File: config.mk
export PLATFORM = sky130hd
export DESIGN_NAME = top_level_interrupt_status
export DESIGN_NICKNAME = d
export VERILOG_FILES = /design/src/core/irq_status_pkg.sv /design/src/core/short_detect.sv /design/src/core/sticky_flags.sv /design/src/core/top_level_interrupt_status.sv
export SDC_FILE = /design/constraint.sdc
export NUM_CORES = 1
export LEC_CHECK = 0
export ABC_AREA = 1
export BUFFER_PORTS_ARGS = -buffer_cell sky130_fd_sc_hd__buf_2
export CORE_MARGIN = 10
export CORE_UTILIZATION = 55
export DETAILED_ROUTE_END_ITERATION = 8
export PLACE_DENSITY = 0.74
export SYNTH_ARGS = -nofsm -noshare
export SYNTH_HDL_FRONTEND = slang
export SYNTH_SLANG_ARGS = --single-unit
File: constraint.sdc
create_clock -name clk -period 1.7 [get_ports clk]
set_input_delay 0 -clock clk [delete_from_list [all_inputs] [get_ports clk]]
set_output_delay 0 -clock clk [all_outputs]
set_load 0.05 [all_outputs]
File: src/core/irq_status_pkg.sv
/*
 * Shared constants and types of the top-level interrupt status block:
 * register offsets, field positions, reset values, timing counts, the
 * register request carrier and the short-circuit watcher states.
 * Assumes a single 100 MHz clock and an 8-bit register port.
 */
`default_nettype none

package irq_status_pkg;

    // Register port widths.
    localparam int ADDR_W = 8;
    localparam int DATA_W = 8;

    // Register offsets.
    localparam logic [7:0] TOP_STATUS_ADDR = 8'h1a;
    localparam logic [7:0] LOWER_PAIR_ADDR = 8'h1c;
    localparam logic [7:0] UPPER_PAIR_ADDR = 8'h1d;
    localparam logic [7:0] TOP_MASK_ADDR = 8'h20;
    localparam logic [7:0] LIVE_STATUS_ADDR = 8'h21;
    localparam logic [7:0] CONFIG_ADDR = 8'h22;
    localparam logic [7:0] LOAD_LO_ADDR = 8'h23;
    localparam logic [7:0] LOAD_HI_ADDR = 8'h24;

    // Field positions of the top status and mask registers.
    localparam int BIT_LOAD_READY = 0;
    localparam int BIT_OVERVOLTAGE = 1;
    localparam int BIT_THERMAL_WARN = 2;
    localparam int BIT_THERMAL_SD = 3;
    localparam int BIT_SYNC_LOST = 4;
    localparam int BIT_LOWER_PAIR = 5;
    localparam int BIT_UPPER_PAIR = 6;
    localparam int STICKY_W = 5;

    // Field positions inside one pair register, per regulator slot.
    localparam int PAIR_SLOT_W = 4;
    localparam int PAIR_ILIM = 0;
    localparam int PAIR_SHORT = 1;
    localparam int PAIR_GOOD = 2;
    localparam int REG_COUNT = 4;

    // Field positions of the live status and config registers.
    localparam int LIVE_OVERVOLTAGE = 0;
    localparam int LIVE_THERMAL_SD = 1;
    localparam int LIVE_THERMAL_WARN = 2;
    localparam int CFG_WARN_LEVEL = 0;

    // Reset values.
    localparam logic [7:0] MASK_RESET = 8'h7f;
    localparam logic [7:0] CONFIG_RESET = 8'h00;
    localparam logic [7:0] ZERO_BYTE = 8'h00;

    // Short-circuit start-up window, as a time and as clock cycles.
    localparam int CLK_PERIOD_NS = 10;
    localparam int SC_START_TIME_US = 1000;
    localparam int SC_START_CYCLES = SC_START_TIME_US * 1000 / CLK_PERIOD_NS;
    localparam int SC_CNT_W = 17;

    // One register request of the plain register port.
    typedef struct packed {
        logic [7:0] addr;
        logic [7:0] wdata;
        logic wr;
        logic rd;
    } reg_req_t;

    // States of the per-regulator short-circuit watcher.
    typedef enum logic [3:0] {
        SC_IDLE = 4'b0001,
        SC_RAMP = 4'b0010,
        SC_RUN = 4'b0100,
        SC_FAULT = 4'b1000
    } sc_state_t;

endpackage : irq_status_pkg

`default_nettype wire

File: src/core/short_detect.sv
/*
 * Short-circuit watcher for one regulator: flags an output that never
 * reaches the short level within the start window after enable, or that
 * falls below it once running.
 * Assumes the below-level comparator output is synchronous to clk.
 */
`timescale 1ns/1ns
`default_nettype none

module short_detect #(
    parameter int LIMIT = irq_status_pkg::SC_START_CYCLES
) (
    // Clock, reset and clock enable.
    input wire logic clk,
    input wire logic reset_n,
    input wire logic ce,
    // Regulator state.
    input wire logic enable,
    input wire logic below_level,
    // One-cycle short event.
    output logic sc_event_q
);

    // Watcher state, start window counter and event flop.
    irq_status_pkg::sc_state_t state_q, state_d;
    logic [irq_status_pkg::SC_CNT_W-1:0] count_q, count_d;
    logic sc_event_d;

    // Walk through ramp and run while enabled; a fault waits for disable.
    always_comb begin
        state_d = state_q;
        count_d = count_q;
        sc_event_d = 1'b0;
        if (ce) begin
            case (state_q)
                irq_status_pkg::SC_IDLE: begin
                    count_d = '0;
                    if (enable) begin
                        state_d = irq_status_pkg::SC_RAMP;
                    end
                end
                irq_status_pkg::SC_RAMP: begin
                    count_d = count_q + 1'b1;
                    if (!enable) begin
                        state_d = irq_status_pkg::SC_IDLE;
                    end else if (!below_level) begin
                        state_d = irq_status_pkg::SC_RUN;
                    end else if (count_q ==
                        irq_status_pkg::SC_CNT_W'(LIMIT - 1)) begin
                        state_d = irq_status_pkg::SC_FAULT;
                        sc_event_d = 1'b1;
                    end
                end
                irq_status_pkg::SC_RUN: begin
                    if (!enable) begin
                        state_d = irq_status_pkg::SC_IDLE;
                    end else if (below_level) begin
                        state_d = irq_status_pkg::SC_FAULT;
                        sc_event_d = 1'b1;
                    end
                end
                irq_status_pkg::SC_FAULT: begin
                    if (!enable) begin
                        state_d = irq_status_pkg::SC_IDLE;
                    end
                end
                default: begin
                    state_d = irq_status_pkg::SC_IDLE;
                end
            endcase
        end else begin
            sc_event_d = sc_event_q;
        end
    end

    // Registers of the watcher.
    always_ff @(posedge clk or negedge reset_n) begin
        if (!reset_n) begin
            state_q <= irq_status_pkg::SC_IDLE;
            count_q <= '0;
            sc_event_q <= 1'b0;
        end else begin
            state_q <= state_d;
            count_q <= count_d;
            sc_event_q <= sc_event_d;
        end
    end
endmodule : short_detect

`default_nettype wire

File: src/core/sticky_flags.sv
/*
 * A vector of sticky event flags: an event sets its bit, a one written
 * to the clear vector clears it, and a set in the same cycle wins.
 * Assumes set and clear vectors are synchronous to clk.
 */
`timescale 1ns/1ns
`default_nettype none

module sticky_flags #(
    parameter int W = 8
) (
    // Clock, reset and clock enable.
    input wire logic clk,
    input wire logic reset_n,
    input wire logic ce,
    // Event and clear vectors.
    input wire logic [W-1:0] set_i,
    input wire logic [W-1:0] clr_i,
    // Held flags.
    output logic [W-1:0] flags_q
);

    // Next value of the held flags.
    logic [W-1:0] flags_d;

    // Clears drop only the written ones; the set term goes last so it wins.
    always_comb begin
        flags_d = flags_q;
        if (ce) begin
            flags_d = (flags_q & ~clr_i) | set_i;
        end
    end

    // The flags clear at reset and otherwise register their next value.
    always_ff @(posedge clk or negedge reset_n) begin
        if (!reset_n) begin
            flags_q <= '0;
        end else begin
            flags_q <= flags_d;
        end
    end
endmodule : sticky_flags

`default_nettype wire

File: src/core/top_level_interrupt_status.sv
/*
 * Top-level interrupt status of a multiphase buck controller: two pair
 * summary flags, five sticky events, the two pair event registers, the
 * mask, live status, config and load result registers, the interrupt
 * output and the thermal enable gate.
 * Assumes all inputs are synchronous to clk and one register access at a
 * time on the plain register port.
 */
// Added by the designer: strobed register access.
`timescale 1ns/1ns
`default_nettype none

module top_level_interrupt_status #(
    parameter int SC_START_CYCLES = irq_status_pkg::SC_START_CYCLES
) (
    // Clock, reset and clock enable.
    input wire logic clk,
    input wire logic reset_n,
    input wire logic ce,
    // Register port.
    input wire irq_status_pkg::reg_req_t reg_req,
    output logic [7:0] rdata,
    // Interrupt request.
    output logic irq,
    // Device event inputs.
    input wire logic sync_clock_invalid,
    input wire logic die_over_shutdown,
    input wire logic die_over_warn_low,
    input wire logic die_over_warn_high,
    input wire logic input_overvoltage,
    input wire logic load_result_valid,
    input wire logic [15:0] load_result,
    // Regulator status and control.
    input wire logic [3:0] reg_enable_request,
    input wire logic [3:0] reg_below_sc_level,
    input wire logic [3:0] reg_current_limit,
    input wire logic [3:0] reg_power_good,
    output logic [3:0] reg_enable
);

    ////////////////////////////////////////////////////////////////////////
    // Decode and event terms.

    // Write strobes of each writable register.
    logic wr_top;
    logic wr_lower;
    logic wr_upper;
    logic wr_mask;
    logic wr_config;

    // Sticky top events and their clears.
    logic [4:0] top_set;
    logic [4:0] top_clr;
    logic [4:0] top_q;

    // Both pair registers, lower pair in the low byte.
    logic [15:0] pair_set;
    logic [15:0] pair_clr;
    logic [15:0] pair_q;

    // Per-regulator short events.
    logic [3:0] sc_event;

    // Summary flags and the full status byte.
    logic upper_pair_pending;
    logic lower_pair_pending;
    logic [7:0] top_interrupt_status;

    // Software registers and sampled inputs.
    logic [7:0] mask_q, mask_d;
    logic [7:0] config_q, config_d;
    logic [15:0] load_q, load_d;
    logic [3:0] good_prev_q, good_prev_d;
    logic warn_prev_q, warn_prev_d;
    logic [7:0] rdata_d;
    logic [3:0] reg_enable_d;

    // Live conditions and the selected warning level.
    logic warn_level_hit;
    logic thermal_shutdown_flag;
    logic [7:0] live_status;

    // Write decode: a write goes to one register at its own address.
    assign wr_top = reg_req.wr
        && reg_req.addr == irq_status_pkg::TOP_STATUS_ADDR;
    assign wr_lower = reg_req.wr
        && reg_req.addr == irq_status_pkg::LOWER_PAIR_ADDR;
    assign wr_upper = reg_req.wr
        && reg_req.addr == irq_status_pkg::UPPER_PAIR_ADDR;
    assign wr_mask = reg_req.wr
        && reg_req.addr == irq_status_pkg::TOP_MASK_ADDR;
    assign wr_config = reg_req.wr
        && reg_req.addr == irq_status_pkg::CONFIG_ADDR;

    // The warning comparator follows the selected temperature level.
    assign warn_level_hit = config_q[irq_status_pkg::CFG_WARN_LEVEL]
        ? die_over_warn_high : die_over_warn_low;

    // Top events; the warning latches only on a rising crossing.
    assign top_set[irq_status_pkg::BIT_LOAD_READY] = load_result_valid;
    assign top_set[irq_status_pkg::BIT_OVERVOLTAGE] =
        input_overvoltage;
    assign top_set[irq_status_pkg::BIT_THERMAL_WARN] =
        warn_level_hit && !warn_prev_q;
    assign top_set[irq_status_pkg::BIT_THERMAL_SD] = die_over_shutdown;
    assign top_set[irq_status_pkg::BIT_SYNC_LOST] = sync_clock_invalid;

    // Writing ones to the top register clears those sticky bits.
    assign top_clr = wr_top ? reg_req.wdata[4:0] : 5'h0;

    // Pair clears: each pair register takes its own written ones.
    assign pair_clr = {wr_upper ? reg_req.wdata : irq_status_pkg::ZERO_BYTE,
        wr_lower ? reg_req.wdata : irq_status_pkg::ZERO_BYTE};

    ////////////////////////////////////////////////////////////////////////
    // Per-regulator events and the two pair registers.

    genvar r;
    generate
        for (r = 0; r < irq_status_pkg::REG_COUNT; r = r + 1) begin : g_reg
            // Short watcher on the granted enable of this regulator.
            short_detect #(
                .LIMIT(SC_START_CYCLES)
            ) u_short (
                .clk(clk),
                .reset_n(reset_n),
                .ce(ce),
                .enable(reg_enable[r]),
                .below_level(reg_below_sc_level[r]),
                .sc_event_q(sc_event[r])
            );
            // Slot of this regulator: limit, short, power-good, reserved.
            assign pair_set[r*4+irq_status_pkg::PAIR_ILIM] =
                reg_current_limit[r];
            assign pair_set[r*4+irq_status_pkg::PAIR_SHORT] =
                sc_event[r];
            assign pair_set[r*4+irq_status_pkg::PAIR_GOOD] =
                reg_power_good[r] && !good_prev_q[r];
            assign pair_set[r*4+3] = 1'b0;
        end
        for (r = 0; r < 2; r = r + 1) begin : g_pair
            // Sticky event register of one regulator pair.
            sticky_flags #(
                .W(8)
            ) u_pair (
                .clk(clk),
                .reset_n(reset_n),
                .ce(ce),
                .set_i(pair_set[r*8 +: 8]),
                .clr_i(pair_clr[r*8 +: 8]),
                .flags_q(pair_q[r*8 +: 8])
            );
        end
    endgenerate

    // Sticky part of the top status register.
    sticky_flags #(
        .W(irq_status_pkg::STICKY_W)
    ) u_top (
        .clk(clk),
        .reset_n(reset_n),
        .ce(ce),
        .set_i(top_set),
        .clr_i(top_clr),
        .flags_q(top_q)
    );

    // Summaries are read-only and fall once their pair is fully cleared.
    assign upper_pair_pending = |pair_q[15:8];
    assign lower_pair_pending = |pair_q[7:0];
    assign top_interrupt_status = {1'b0, upper_pair_pending,
        lower_pair_pending, top_q};
    assign thermal_shutdown_flag = top_q[irq_status_pkg::BIT_THERMAL_SD];

    // Live conditions, independent of the sticky flags.
    assign live_status = {5'h0, warn_level_hit, die_over_shutdown,
        input_overvoltage};

    // Level interrupt while any unmasked status bit is set.
    assign irq = |(top_interrupt_status & ~mask_q);

    ////////////////////////////////////////////////////////////////////////
    // Software registers, read port and enable gate.

    // Next values of all software-visible and sampled registers.
    always_comb begin
        mask_d = mask_q;
        config_d = config_q;
        load_d = load_q;
        good_prev_d = good_prev_q;
        warn_prev_d = warn_prev_q;
        rdata_d = rdata;
        reg_enable_d = reg_enable;
        if (ce) begin
            // Mask and config take whole written bytes.
            if (wr_mask) begin
                mask_d = reg_req.wdata;
            end
            if (wr_config) begin
                config_d = reg_req.wdata;
            end
            // A new result lands together with its ready flag.
            if (load_result_valid) begin
                load_d = load_result;
            end
            good_prev_d = reg_power_good;
            warn_prev_d = warn_level_hit;
            // Shutdown drops running enables and refuses new ones.
            reg_enable_d = reg_enable_request &
                ~{4{thermal_shutdown_flag || die_over_shutdown}};
            // Read data stands only in the cycle after the read strobe.
            rdata_d = irq_status_pkg::ZERO_BYTE;
            if (reg_req.rd) begin
                case (reg_req.addr)
                    irq_status_pkg::TOP_STATUS_ADDR:
                        rdata_d = top_interrupt_status;
                    irq_status_pkg::LOWER_PAIR_ADDR: rdata_d = pair_q[7:0];
                    irq_status_pkg::UPPER_PAIR_ADDR: rdata_d = pair_q[15:8];
                    irq_status_pkg::TOP_MASK_ADDR: rdata_d = mask_q;
                    irq_status_pkg::LIVE_STATUS_ADDR: rdata_d = live_status;
                    irq_status_pkg::CONFIG_ADDR: rdata_d = config_q;
                    irq_status_pkg::LOAD_LO_ADDR: rdata_d = load_q[7:0];
                    irq_status_pkg::LOAD_HI_ADDR: rdata_d = load_q[15:8];
                    default: rdata_d = irq_status_pkg::ZERO_BYTE;
                endcase
            end
        end
    end

    // Registers of the software side; all frozen while ce is low.
    always_ff @(posedge clk or negedge reset_n) begin
        if (!reset_n) begin
            mask_q <= irq_status_pkg::MASK_RESET;
            config_q <= irq_status_pkg::CONFIG_RESET;
            load_q <= 16'h0000;
            good_prev_q <= 4'h0;
            warn_prev_q <= 1'b0;
            rdata <= irq_status_pkg::ZERO_BYTE;
            reg_enable <= 4'h0;
        end else begin
            mask_q <= mask_d;
            config_q <= config_d;
            load_q <= load_d;
            good_prev_q <= good_prev_d;
            warn_prev_q <= warn_prev_d;
            rdata <= rdata_d;
            reg_enable <= reg_enable_d;
        end
    end
endmodule : top_level_interrupt_status

`default_nettype wire

==> results of run 1 <==
## worst min-delay path by stage
stage                          start                     endpoint
final                     reg_req[1]             u_top.flags_q[1]
after global routing              ce  g_reg[2].u_short.count_q[1]
after CTS                 reg_req[1]             u_top.flags_q[1]
after detailed placement     reset_n                  config_q[4]
after global placement       reset_n                  config_q[4]
after floorplan              reset_n                  config_q[0]
## critical path, cell delays in order (launching register included)
cell and delay (ns):
dfrtp_1 0.39, inv_1 0.10, nand2_1 0.07, nor2_1 0.12, nand2_1 0.10, nand2_1 0.07
o2111ai_1 0.14, buf_2 0.24
## report_power, final
group / switching, mW / leakage, nW / total, mW / internal, mW
Sequential: 0.261 / 2.01 / 4.35 / 4.09
Clock: 1.58 / 0.291 / 3.94 / 2.37
Combinational: 1.18 / 2.78 / 1.83 / 0.648
Total: 3.02 / 5.09 / 10.1 / 7.10
## layer usage
metal / track usage / vias to the layer above
met4: 0.06968 / 0
li1: - / 4067
met5: 0 / -
met1: 0.2830 / 3794
met2: 0.3514 / 211
met3: 0.03814 / 32
## cell type report
type / instances / area (sq um)
repair buffers: 143 / 1075
clock inverters: 12 / 162.7
inverters: 133 / 499.2
well taps: 211 / 264.0
multi-input cells: 837 / 4013
diodes: 1 / 2.502
fillers: 1278 / 4828
clock buffers: 20 / 446.7
flip-flops and latches: 158 / 3968
## metrics by stage
| step | instances | area [sq um] |
|---|---|---|
| 6_report | 1515 | 10430 |
| 5_1_grt | 1515 | 10430 |
| 4_1_cts | 1514 | 10360 |
| 3_5_place_dp | 1433 | 9265 |
| 3_3_place_gp | 1433 | 9265 |
| 2_1_floorplan | 1156 | 8577 |
## cells by family after synthesis
| logic type | after synthesis | share of synthesized area |
|---|---|---|
| mux | 16 | 0.02101 |
| buf+inv | 161 | 0.07688 |
| compound gates | 131 | 0.07950 |
| fa+ha+maj | 4 | 0.005835 |
| simple gates | 679 | 0.3470 |
| xor+xnor | 7 | 0.007148 |
| flops | 158 | 0.4626 |
## flip-flops by register name (all words and copies together) (netlist names)
signal	count
g.u_short.sc_event_q	4
g.u_short.state_q	16
g_pair.u_pair.flags_q	16
config_q	8
good_prev_q	4
mask_q	8
g.u_short.count_q	68
load_q	16
reg_enable	4
rdata	8
warn_prev_q	1
u_top.flags_q	5
## placed cells by master, fill, tap and decap left out, types with 6 or more instances in the layout
| master | instances |
|---|---|
| mux2_2 | 16 |
| nand4_1 | 39 |
| nor3_1 | 32 |
| clkbuf_16 | 17 |
| xor2_1 | 7 |
| inv_1 | 131 |
| buf_4 | 19 |
| o22ai_1 | 6 |
| dlygate4sd3_1 | 49 |
| nand3_1 | 129 |
| o21ai_0 | 82 |
| a21oi_1 | 34 |
| buf_2 | 70 |
| nor2_2 | 11 |
| dfstp_2 | 11 |
| nor2_1 | 135 |
| dfrtp_1 | 147 |
| nand2_1 | 302 |
## repair_timing
action                     4_1_cts  5_1_grt
resized for setup                0       18
buffers inserted                 0        0
hold endpoints to repair       220        0
setup endpoints to repair        0       19
hold buffers                    49        0
==> run_results.csv, run 1 <==
group,metric,value,unit
logic_synthesis,synth_most_common_cell,"nand2_1",
sta,final.setup.tns,0,ns
sta,slew_headroom,0.5835,
setup_path,cp_data_required_time,1.70,ns
logic_synthesis,syn_area,8577,sq um
grt,first_global_vias,7661,
logic_synthesis,synth_top_area_frac,0.4289,
detailed_routing,drt_iter0_drc,497,
detailed_routing,finalWirelength,21770,um
setup_path,critical_path.max_fanout,2,
detailed_routing,post-route-drc-count,0,
layout,drive_gt1_frac,0.1420,
logic_synthesis,yosys_most_used_dff,"dfrtp_1",
clock_network,root_buffer,"clkbuf_16",
worst_hold_path,min_path_cells,4,
setup_path,crit_type,"register to primary output",
worst_hold_path,min_path_type,"primary input to register",
logic_synthesis,postSynth.asyncResetShare,1.000,
floorplanning,io-pin-count,72,
setup_path,rrSetupSlack,0.18,ns
logic_synthesis,syn_nets,1219,
sta,setup_ws,0.05083,ns
detailed_routing,antenna_left,0,
setup_path,cp-start-kind,"register",
layout,final_util,0.6836,
logic_synthesis,yosysTopAreaCell,"dfrtp_1",
sta,worstMarginPinSlew,0.6225,ns
logic_synthesis,synth_seq_cells,158,
layout,num-nets-final,1353,
floorplanning,rows,45,
logic_synthesis,ys.warnings.count,0,
grt,grt_overflow,0,
sta,fin_crit,1.649,ns
detailed_routing,top_layer,"met4",
grt,antenna_found_initial,1,
setup_path,arrival,1.65,ns
power_and_ir_drop,p_leak,5.088,nW
floorplanning,core,15260,sq um
setup_path,r2r-end,"g_reg[1].u_short.count_q[12]",
floorplanning,die_w,144.9,um
detailed_routing,vias,8104,
placement,place.gp.congestion,0.9323,
clock_network,clock-sinks,158,
setup_path,r2r_cells,8,
layout,syn2layout_area_growth,21.60,%
clock_network,clock_latency,0.43,ns
setup_path,worstSetupEndpoint,"irq",
sta,fmax,0.6064,GHz
logic_synthesis,yosysSeqAreaShare,0.4626,
clock_network,clkTransAtPathRegs,0.07,ns
clock_network,clock_path_buffers,2,
logic_synthesis,synth-edff-count,0,
clock_network,cts_buffers,17,
run_status,outcome,"completed",
sta,skew,0.009754,ns
detailed_routing,drtPass1Iterations,5,
sta,hold_viol,0,
placement,io_buffers,71,
clock_network,cts_tree,"yes",
detailed_routing,via_per_inst,5.349,
detailed_routing,wl_met1,9845,um
setup_path,end_kind,"primary output",
placement,dpl.hpwl,15410,um
grt,track_usage,0.2149,
setup_path,startpoint,"g_pair[0].u_pair.flags_q[3]",
detailed_routing,wl_met3,1216,um
logic_synthesis,netlist_instances,1156,
logic_synthesis,synth_area_per_cell,7.420,sq um
grt,grt_pass1_wl,36710,um
sta,hold_slack,0.03275,ns
floorplanning,start_util,0.5621,
detailed_routing,met2WireLength,10310,um
placement,pre_cts_ws,0.07427,ns
sta,slew_violations,0,
detailed_routing,drt-wirelength-per-cell,14.37,um
run,cap_violations,0,
power_and_ir_drop,ir_worst_vdd,923.5,uV
sta,setup_violations,0,
logic_synthesis,synth_common_cells,"nand2_1 (303), dfrtp_1 (147), nor2_1 (141)",
floorplanning,die-area,20990,sq um
logic_synthesis,synth.area.top_cells,"dfrtp_1 (43%), nand2_1 (13%), nand3_1 (7.6%)",
logic_synthesis,synth_cell_types,35,
grt,grt_max_degree,52,
setup_path,r2r-start,"g_reg[1].u_short.count_q[0]",
power_and_ir_drop,power,10.12,mW
sta,min_period_over_period,0.9701,
floorplanning,dieHeight,144.9,um
power_and_ir_drop,pwr_density_cell,970.7,nW/um^2
clock_network,cts.htree.levels,4,
Note: power is estimated with default switching activity, not from simulation.
==> inputs of run 2 (changes only) <==
--- a/config.mk
+++ b/config.mk
@@ -6,7 +6,8 @@
 export NUM_CORES = 1
 export LEC_CHECK = 0
 export ABC_AREA = 1
-export BUFFER_PORTS_ARGS = -buffer_cell sky130_fd_sc_hd__buf_2
+export BUFFER_PORTS_ARGS = -buffer_cell sky130_fd_sc_hd__buf_4
+export CORE_ASPECT_RATIO = 0.7
 export CORE_MARGIN = 10
 export CORE_UTILIZATION = 55
 export DETAILED_ROUTE_END_ITERATION = 8
==> run 2 against run 1 <==
  * Clock skew shrank 0.0014 ns
  * Count of clock-buffer cells in the layout shrank 1
  * Worst hold slack worse by 0.019 ns
  * First-iteration DRC count grew 92%
  * Cell count rose by 0.33%
  * Worst setup slack lost 0.0011 ns
  * Clock power grew 5%
  * Maximum frequency hardly changed
  * Combinational power rose by 10%
  * Utilization increased by 1.5 points
  * Non-clock buffer count increased by 17
  * Critical endpoint unchanged
==> run_results.csv, run 2 (synthesis results as in run 1) <==
group,metric,value,unit
detailed_routing,drt_iter0_drc,956,
power_and_ir_drop,p_leak,5.234,nW
sta,min_period_over_period,0.9707,
detailed_routing,drt-wirelength-per-cell,15.54,um
setup_path,cpMaxStageDelayCell,"dfrtp_1",
setup_path,crit_chain,"inv_1 -> nand2_1 -> nor2_1 -> nand2_1 -> nand2_1 -> o2111ai_1 -> buf_4",
layout,final_common_cell,"nand2_1",
clock_network,clock_path_buffers,2,
detailed_routing,met2WireLength,10010,um
grt,first_global_vias,7813,
floorplanning,rows,38,
detailed_routing,vias,8326,
layout,ff_latch_area,3968,sq um
detailed_routing,wl_met1,11190,um
sta,worstMarginPinSlew,0.4875,ns
run,cap_violations,0,
layout,diodes,0,
layout,top_register,"g.u_short.count_q",
detailed_routing,drtPass1Iterations,5,
run_status,outcome,"completed",
sta,setup_violations,0,
detailed_routing,finalWirelength,23630,um
setup_path,end_kind,"primary output",
sta,final.setup.tns,0,ns
setup_path,slowest_delay,0.39,ns
clock_network,cts_tree,"yes",
sta,slew_violations,0,
grt,track_usage,0.2233,
setup_path,cp_num_buf_inv,2,
setup_path,critical_path.max_fanout,2,
detailed_routing,antenna_left,0,
clock_network,cts_buffers,17,
layout,syn2layout_area_growth,25.47,%
detailed_routing,wl_met3,2094,um
layout,largest_reg_flops,68,
layout,layout_common_cells,"nand2_1 (302), dfrtp_1 (147), nor2_1 (136)",
grt,antenna_found_initial,0,
placement,io_buffers,71,
grt,grt_overflow,0,
clock_network,cts.htree.levels,4,
clock_network,root_buffer,"clkbuf_16",
setup_path,cp-start-kind,"register",
grt,grt_pass1_wl,38900,um
placement,dp.cells,1425,
layout,stdcell_count,1520,
layout,num-nets-final,1370,
power_and_ir_drop,pwr_density_cell,975.7,nW/um^2
sta,slew_headroom,0.6750,
setup_path,crit_path_frequent_cell,"nand2_1",
floorplanning,core,15400,sq um
layout,multi_input_area,4005,sq um
setup_path,cp_data_required_time,1.70,ns
floorplanning,start_util,0.5568,
worst_hold_path,hold_path.startpoint,"ce",
layout,drive_gt1_frac,0.1477,
grt,grt_max_degree,49,
layout,fillerInstances,1237,
worst_hold_path,min_path_type,"primary input to register",
clock_network,clock_latency,0.44,ns
sta,fmax,0.6060,GHz
placement,dpl.hpwl,16270,um
placement,place.gp.congestion,0.9778,
sta,skew,0.008370,ns
setup_path,arrival,1.65,ns
setup_path,r2r-start,"g_reg[1].u_short.count_q[0]",
clock_network,clkTransAtPathRegs,0.07,ns
floorplanning,io-pin-count,72,
power_and_ir_drop,power,10.50,mW
clock_network,clock-sinks,158,
sta,setup_ws,0.04974,ns
floorplanning,die-area,21070,sq um
floorplanning,dieHeight,124.5,um
floorplanning,die_w,169.3,um
sta,hold_viol,0,
sta,hold_slack,0.01415,ns
detailed_routing,post-route-drc-count,0,
sta,fin_crit,1.650,ns
setup_path,path_delay_family,"flip-flops",
setup_path,crit_type,"register to primary output",
placement,pre_cts_ws,0.02157,ns
setup_path,startpoint,"g_pair[1].u_pair.flags_q[6]",
detailed_routing,via_per_inst,5.478,
detailed_routing,top_layer,"met4",
power_and_ir_drop,ir_worst_vdd,786.7,uV
## run 2: power breakdown
part	internal, mW	leakage [nW]	total [mW]	switching, mW
Clock	2.50	0.304	4.13	1.62
Combinational	0.775	2.92	2.02	1.24
Sequential	4.09	2.01	4.35	0.267
## run 2: what timing repair did
item,CTS,global route
buffers inserted,0,7
hold buffers,56,0
gates resized for setup,0,17
endpoints found under the setup margin,0,21
hold endpoints to repair,224,0
## run 2: area by class of cell
class                           count  share of cell area
Inverter                          133             0.04639
Multi-Input combinational cell    837              0.3722
Clock buffer                       19             0.04116
Tap cell                          200             0.02325
Timing Repair Buffer              160              0.1308
Clock inverter                     13             0.01756
Sequential cell                   158              0.3687
## run 2: final timing paths
path,cells past startpoint,endpoint,slack [ns]
setup reg to reg,10,g_reg[1].u_short.state_q[1],0.11
hold / removal,2,reg_enable[3],0.01
setup / recovery,7,irq,0.05
max in group asynchronous,3,rdata[1],0.97
hold reg to reg,1,g_pair[1].u_pair.flags_q[2],0.45
min in group asynchronous,2,config_q[4],0.06
## run 2: through the flow
step | util | area (sq um)
6_report | 0.6986 | 10760
5_1_grt | 0.6986 | 10760
4_1_cts | 0.6908 | 10640
3_5_place_dp | 0.6134 | 9449
3_3_place_gp | 0.6134 | 9449
2_1_floorplan | - | 8577
## run 2: routing by layer
metal  track usage  vias to the layer above
met3       0.05990                       34
li1              -                     4102
met4       0.06430                        0
met5             0                        -
met1        0.3277                     3854
met2        0.3139                      336
## run 2: worst register-to-register path, stage by stage (launching register included)
cell and delay, ns:
dfrtp_1 0.39, ha_1 0.19, nand2_1 0.08, nor2_2 0.16, nand2_1 0.07, nor2_1 0.10, nand2_1 0.08, nand2_1 0.15
nand2_1 0.13, nand2_1 0.09, nand2_1 0.05
==> inputs of run 3 (changes only) <==
--- a/config.mk
+++ b/config.mk
@@ -9,9 +9,9 @@
 export BUFFER_PORTS_ARGS = -buffer_cell sky130_fd_sc_hd__buf_4
 export CORE_ASPECT_RATIO = 0.7
 export CORE_MARGIN = 10
-export CORE_UTILIZATION = 55
+export CORE_UTILIZATION = 40
 export DETAILED_ROUTE_END_ITERATION = 8
-export PLACE_DENSITY = 0.74
 export SYNTH_ARGS = -nofsm -noshare
 export SYNTH_HDL_FRONTEND = slang
+export SYNTH_HIERARCHICAL = 1
 export SYNTH_SLANG_ARGS = --single-unit
==> run 3 against run 2 <==
  * Worst hold slack better by 0.019 ns
  * Flip-flop and latch count stayed put
  * Via count is 8.3% higher
  * Clock power is 12% lower
  * Cell count is 19% higher
  * Global-route usage is 5.3 points lower
  * Non-clock buffer count is 16 lower
  * Largest power group unchanged
  * Utilization is 20 points lower
  * First-iteration DRC count is 25% lower
  * Worst setup slack better by 0.046 ns
  * Critical endpoint unchanged
  * Critical path depth stayed put
  * Final area is 9.8% higher
==> run_results.csv, run 3 <==
group,metric,value,unit
run_status,outcome,"completed",
detailed_routing,antenna_left,0,
logic_synthesis,synth_top_area_frac,0.3750,
setup_path,cp_data_required_time,1.70,ns
sta,rsz0062_at_grt,"no",
logic_synthesis,syn_area,9808,sq um
setup_path,startpoint,"g_pair[1].u_pair/flags_q[6]",
setup_path,crit_type,"register to primary output",
layout,final_common_cell,"nand2_1",
setup_path,slowest_delay,0.39,ns
layout,top_register,"g.u_short/count_q",
grt,grt_pass1_wl,43900,um
floorplanning,dieHeight,151.0,um
layout,syn2layout_area_growth,20.46,%
logic_synthesis,ys.warnings.count,6,
power_and_ir_drop,power,10.21,mW
placement,dp.cells,1732,
placement,pre_cts_ws,0.1165,ns
clock_network,cts_tree,"yes",
sta,hold_viol,0,
layout,drive_gt1_frac,0.1769,
detailed_routing,finalWirelength,26010,um
floorplanning,die_w,207.2,um
sta,fin_crit,1.605,ns
detailed_routing,drt_iter0_drc,717,
detailed_routing,vias,9017,
sta,min_period_over_period,0.9440,
setup_path,crit_chain,"inv_1 -> nand2_1 -> nor2_1 -> nand2_1 -> nand2_1 -> o2111ai_2 -> buf_4",
setup_path,r2r_cells,6,
sta,setup_violations,0,
sta,setup_ws,0.09525,ns
clock_network,root_buffer,"clkbuf_16",
clock_network,cts.htree.levels,4,
setup_path,r2r-start,"g_reg[1].u_short/state_q[0]",
layout,fillerInstances,2439,
floorplanning,io-pin-count,72,
clock_network,clock-sinks,158,
grt,first_global_vias,8430,
logic_synthesis,yosysTopAreaCell,"dfrtp_1",
setup_path,end_kind,"primary output",
sta,slew_violations,0,
grt,grt_overflow,0,
placement,io_buffers,71,
sta,slew_headroom,0.4976,
setup_path,arrival,1.60,ns
run,cap_violations,0,
layout,stdcell_count,1816,
logic_synthesis,synth_cell_types,41,
floorplanning,core,23880,sq um
floorplanning,start_util,0.4108,
sta,fmax,0.6232,GHz
layout,largest_reg_flops,68,
logic_synthesis,yosysSeqAreaShare,0.4045,
logic_synthesis,synth-edff-count,0,
layout,diodes,0,
setup_path,r2r-end,"g_reg[1].u_short/count_q[1]",
grt,track_usage,0.1706,
setup_path,rrSetupSlack,0.16,ns
setup_path,crit_path_frequent_cell,"nand2_1",
worst_hold_path,min_path_type,"primary input to register",
power_and_ir_drop,pwr_density_cell,864.1,nW/um^2
power_and_ir_drop,p_leak,5.820,nW
worst_hold_path,min_path_cells,3,
logic_synthesis,yosys_most_used_dff,"dfrtp_1",
setup_path,cp-start-kind,"register",
sta,worstMarginPinSlew,0.7528,ns
logic_synthesis,synth.area.top_cells,"dfrtp_1 (38%), nand2_1 (16%), nand3_1 (7.8%)",
clock_network,clock_latency,0.44,ns
clock_network,cts_setup_buffers,0,
clock_network,clkTransAtPathRegs,0.07,ns
logic_synthesis,synth_most_common_cell,"nand2_1",
layout,num-nets-final,1548,
detailed_routing,via_per_inst,4.965,
power_and_ir_drop,ir_worst_vdd,729.6,uV
sta,final.setup.tns,0,ns
setup_path,critical_path.max_fanout,2,
logic_synthesis,netlist_instances,1345,
placement,place.gp.congestion,0.8925,
clock_network,cts_buffers,17,
logic_synthesis,synth_common_cells,"nand2_1 (414), nor2_1 (164), nand3_1 (152)",
layout,layout_common_cells,"nand2_1 (414), nor2_1 (163), nand3_1 (152)",
logic_synthesis,synth_seq_cells,158,
grt,grt_max_degree,53,
sta,skew,0.009405,ns
detailed_routing,post-route-drc-count,0,
setup_path,cpMaxStageDelayCell,"dfrtp_1",
placement,dpl.hpwl,19120,um
detailed_routing,drtPass1Iterations,5,
floorplanning,die-area,31280,sq um
grt,antenna_found_initial,0,
detailed_routing,drt-wirelength-per-cell,14.32,um
logic_synthesis,synth_area_per_cell,7.292,sq um
logic_synthesis,postSynth.asyncResetShare,1.000,
setup_path,worstSetupEndpoint,"irq",
floorplanning,rows,47,
clock_network,clock_path_buffers,2,
## run 3: how the worst min path moves through the flow
stage	from	endpoint
after floorplan	reset_n	config_q[0]
final	ce	g_reg[3].u_short/count_q[0]
after CTS	ce	g_reg[3].u_short/count_q[0]
after detailed placement	reset_n	load_q[12]
after global placement	reset_n	load_q[12]
after global routing	ce	g_reg[3].u_short/count_q[0]
## run 3: kinds of logic (layout without fill, tap and decap cells)
group	Yosys count	count (layout)	share of synthesized area
DFF	158	158	0.4045
other	1	4	0.0003823
buffers and inverters	171	321	0.07986
and+or+nand+nor	894	894	0.4313
muxes	16	16	0.01837
AOI/OAI and AO/OA	101	101	0.06047
adders and majority gates	4	4	0.005103
## run 3: routing by layer
layer	vias up	track usage	part of all wire
li1	4627	-	-
met1	4174	0.2447	0.51
met2	199	0.2577	0.43
met3	17	0.03497	0.052
met4	0	0.04001	0.010
met5	-	0	0
## run 3: cell type report
class	count	area [sq um]	share of cell area
Multi-Input combinational cell	1019	5091	0.4309
Sequential cell	158	3969	0.3359
Timing Repair Buffer	144	1265	0.1071
Inverter	145	544.3	0.04607
Clock buffer	19	442.9	0.03749
Tap cell	318	397.9	0.03368
Clock inverter	13	105.1	0.008895
## run 3: stage by stage
step / area (sq um) / utilization / hold slack (ns)
finish: 11820 / 0.4949 / 0.03320
global route: 11820 / 0.4949 / 0.04968
CTS: 11790 / 0.4939 / 0.03246
detailed placement: 10720 / 0.4491 / -0.1020
global placement: 10720 / 0.4491 / -0.09920
floorplan: 9819 / - / -0.2956
## run 3: worst max-delay path: cells and delay by family, from the launching register on
kind / cells / cell delay [ns]
flops: 1 / 0.39
simple gates: 4 / 0.32
compound gates: 1 / 0.13
buf+inv: 2 / 0.32
## run 3: repair_timing
action | CTS | global route
endpoints found under the setup margin | 0 | 10
gates resized for setup | 0 | 5
hold buffers | 52 | 0
endpoints found under the hold margin | 215 | 0
## run 3: where the power goes
part / total [mW] / internal (mW) / switching [mW]
registers: 4.31 / 4.05 / 0.256
logic: 2.27 / 0.778 / 1.49
clock network: 3.63 / 1.93 / 1.70
total: 10.2 / 6.76 / 3.45
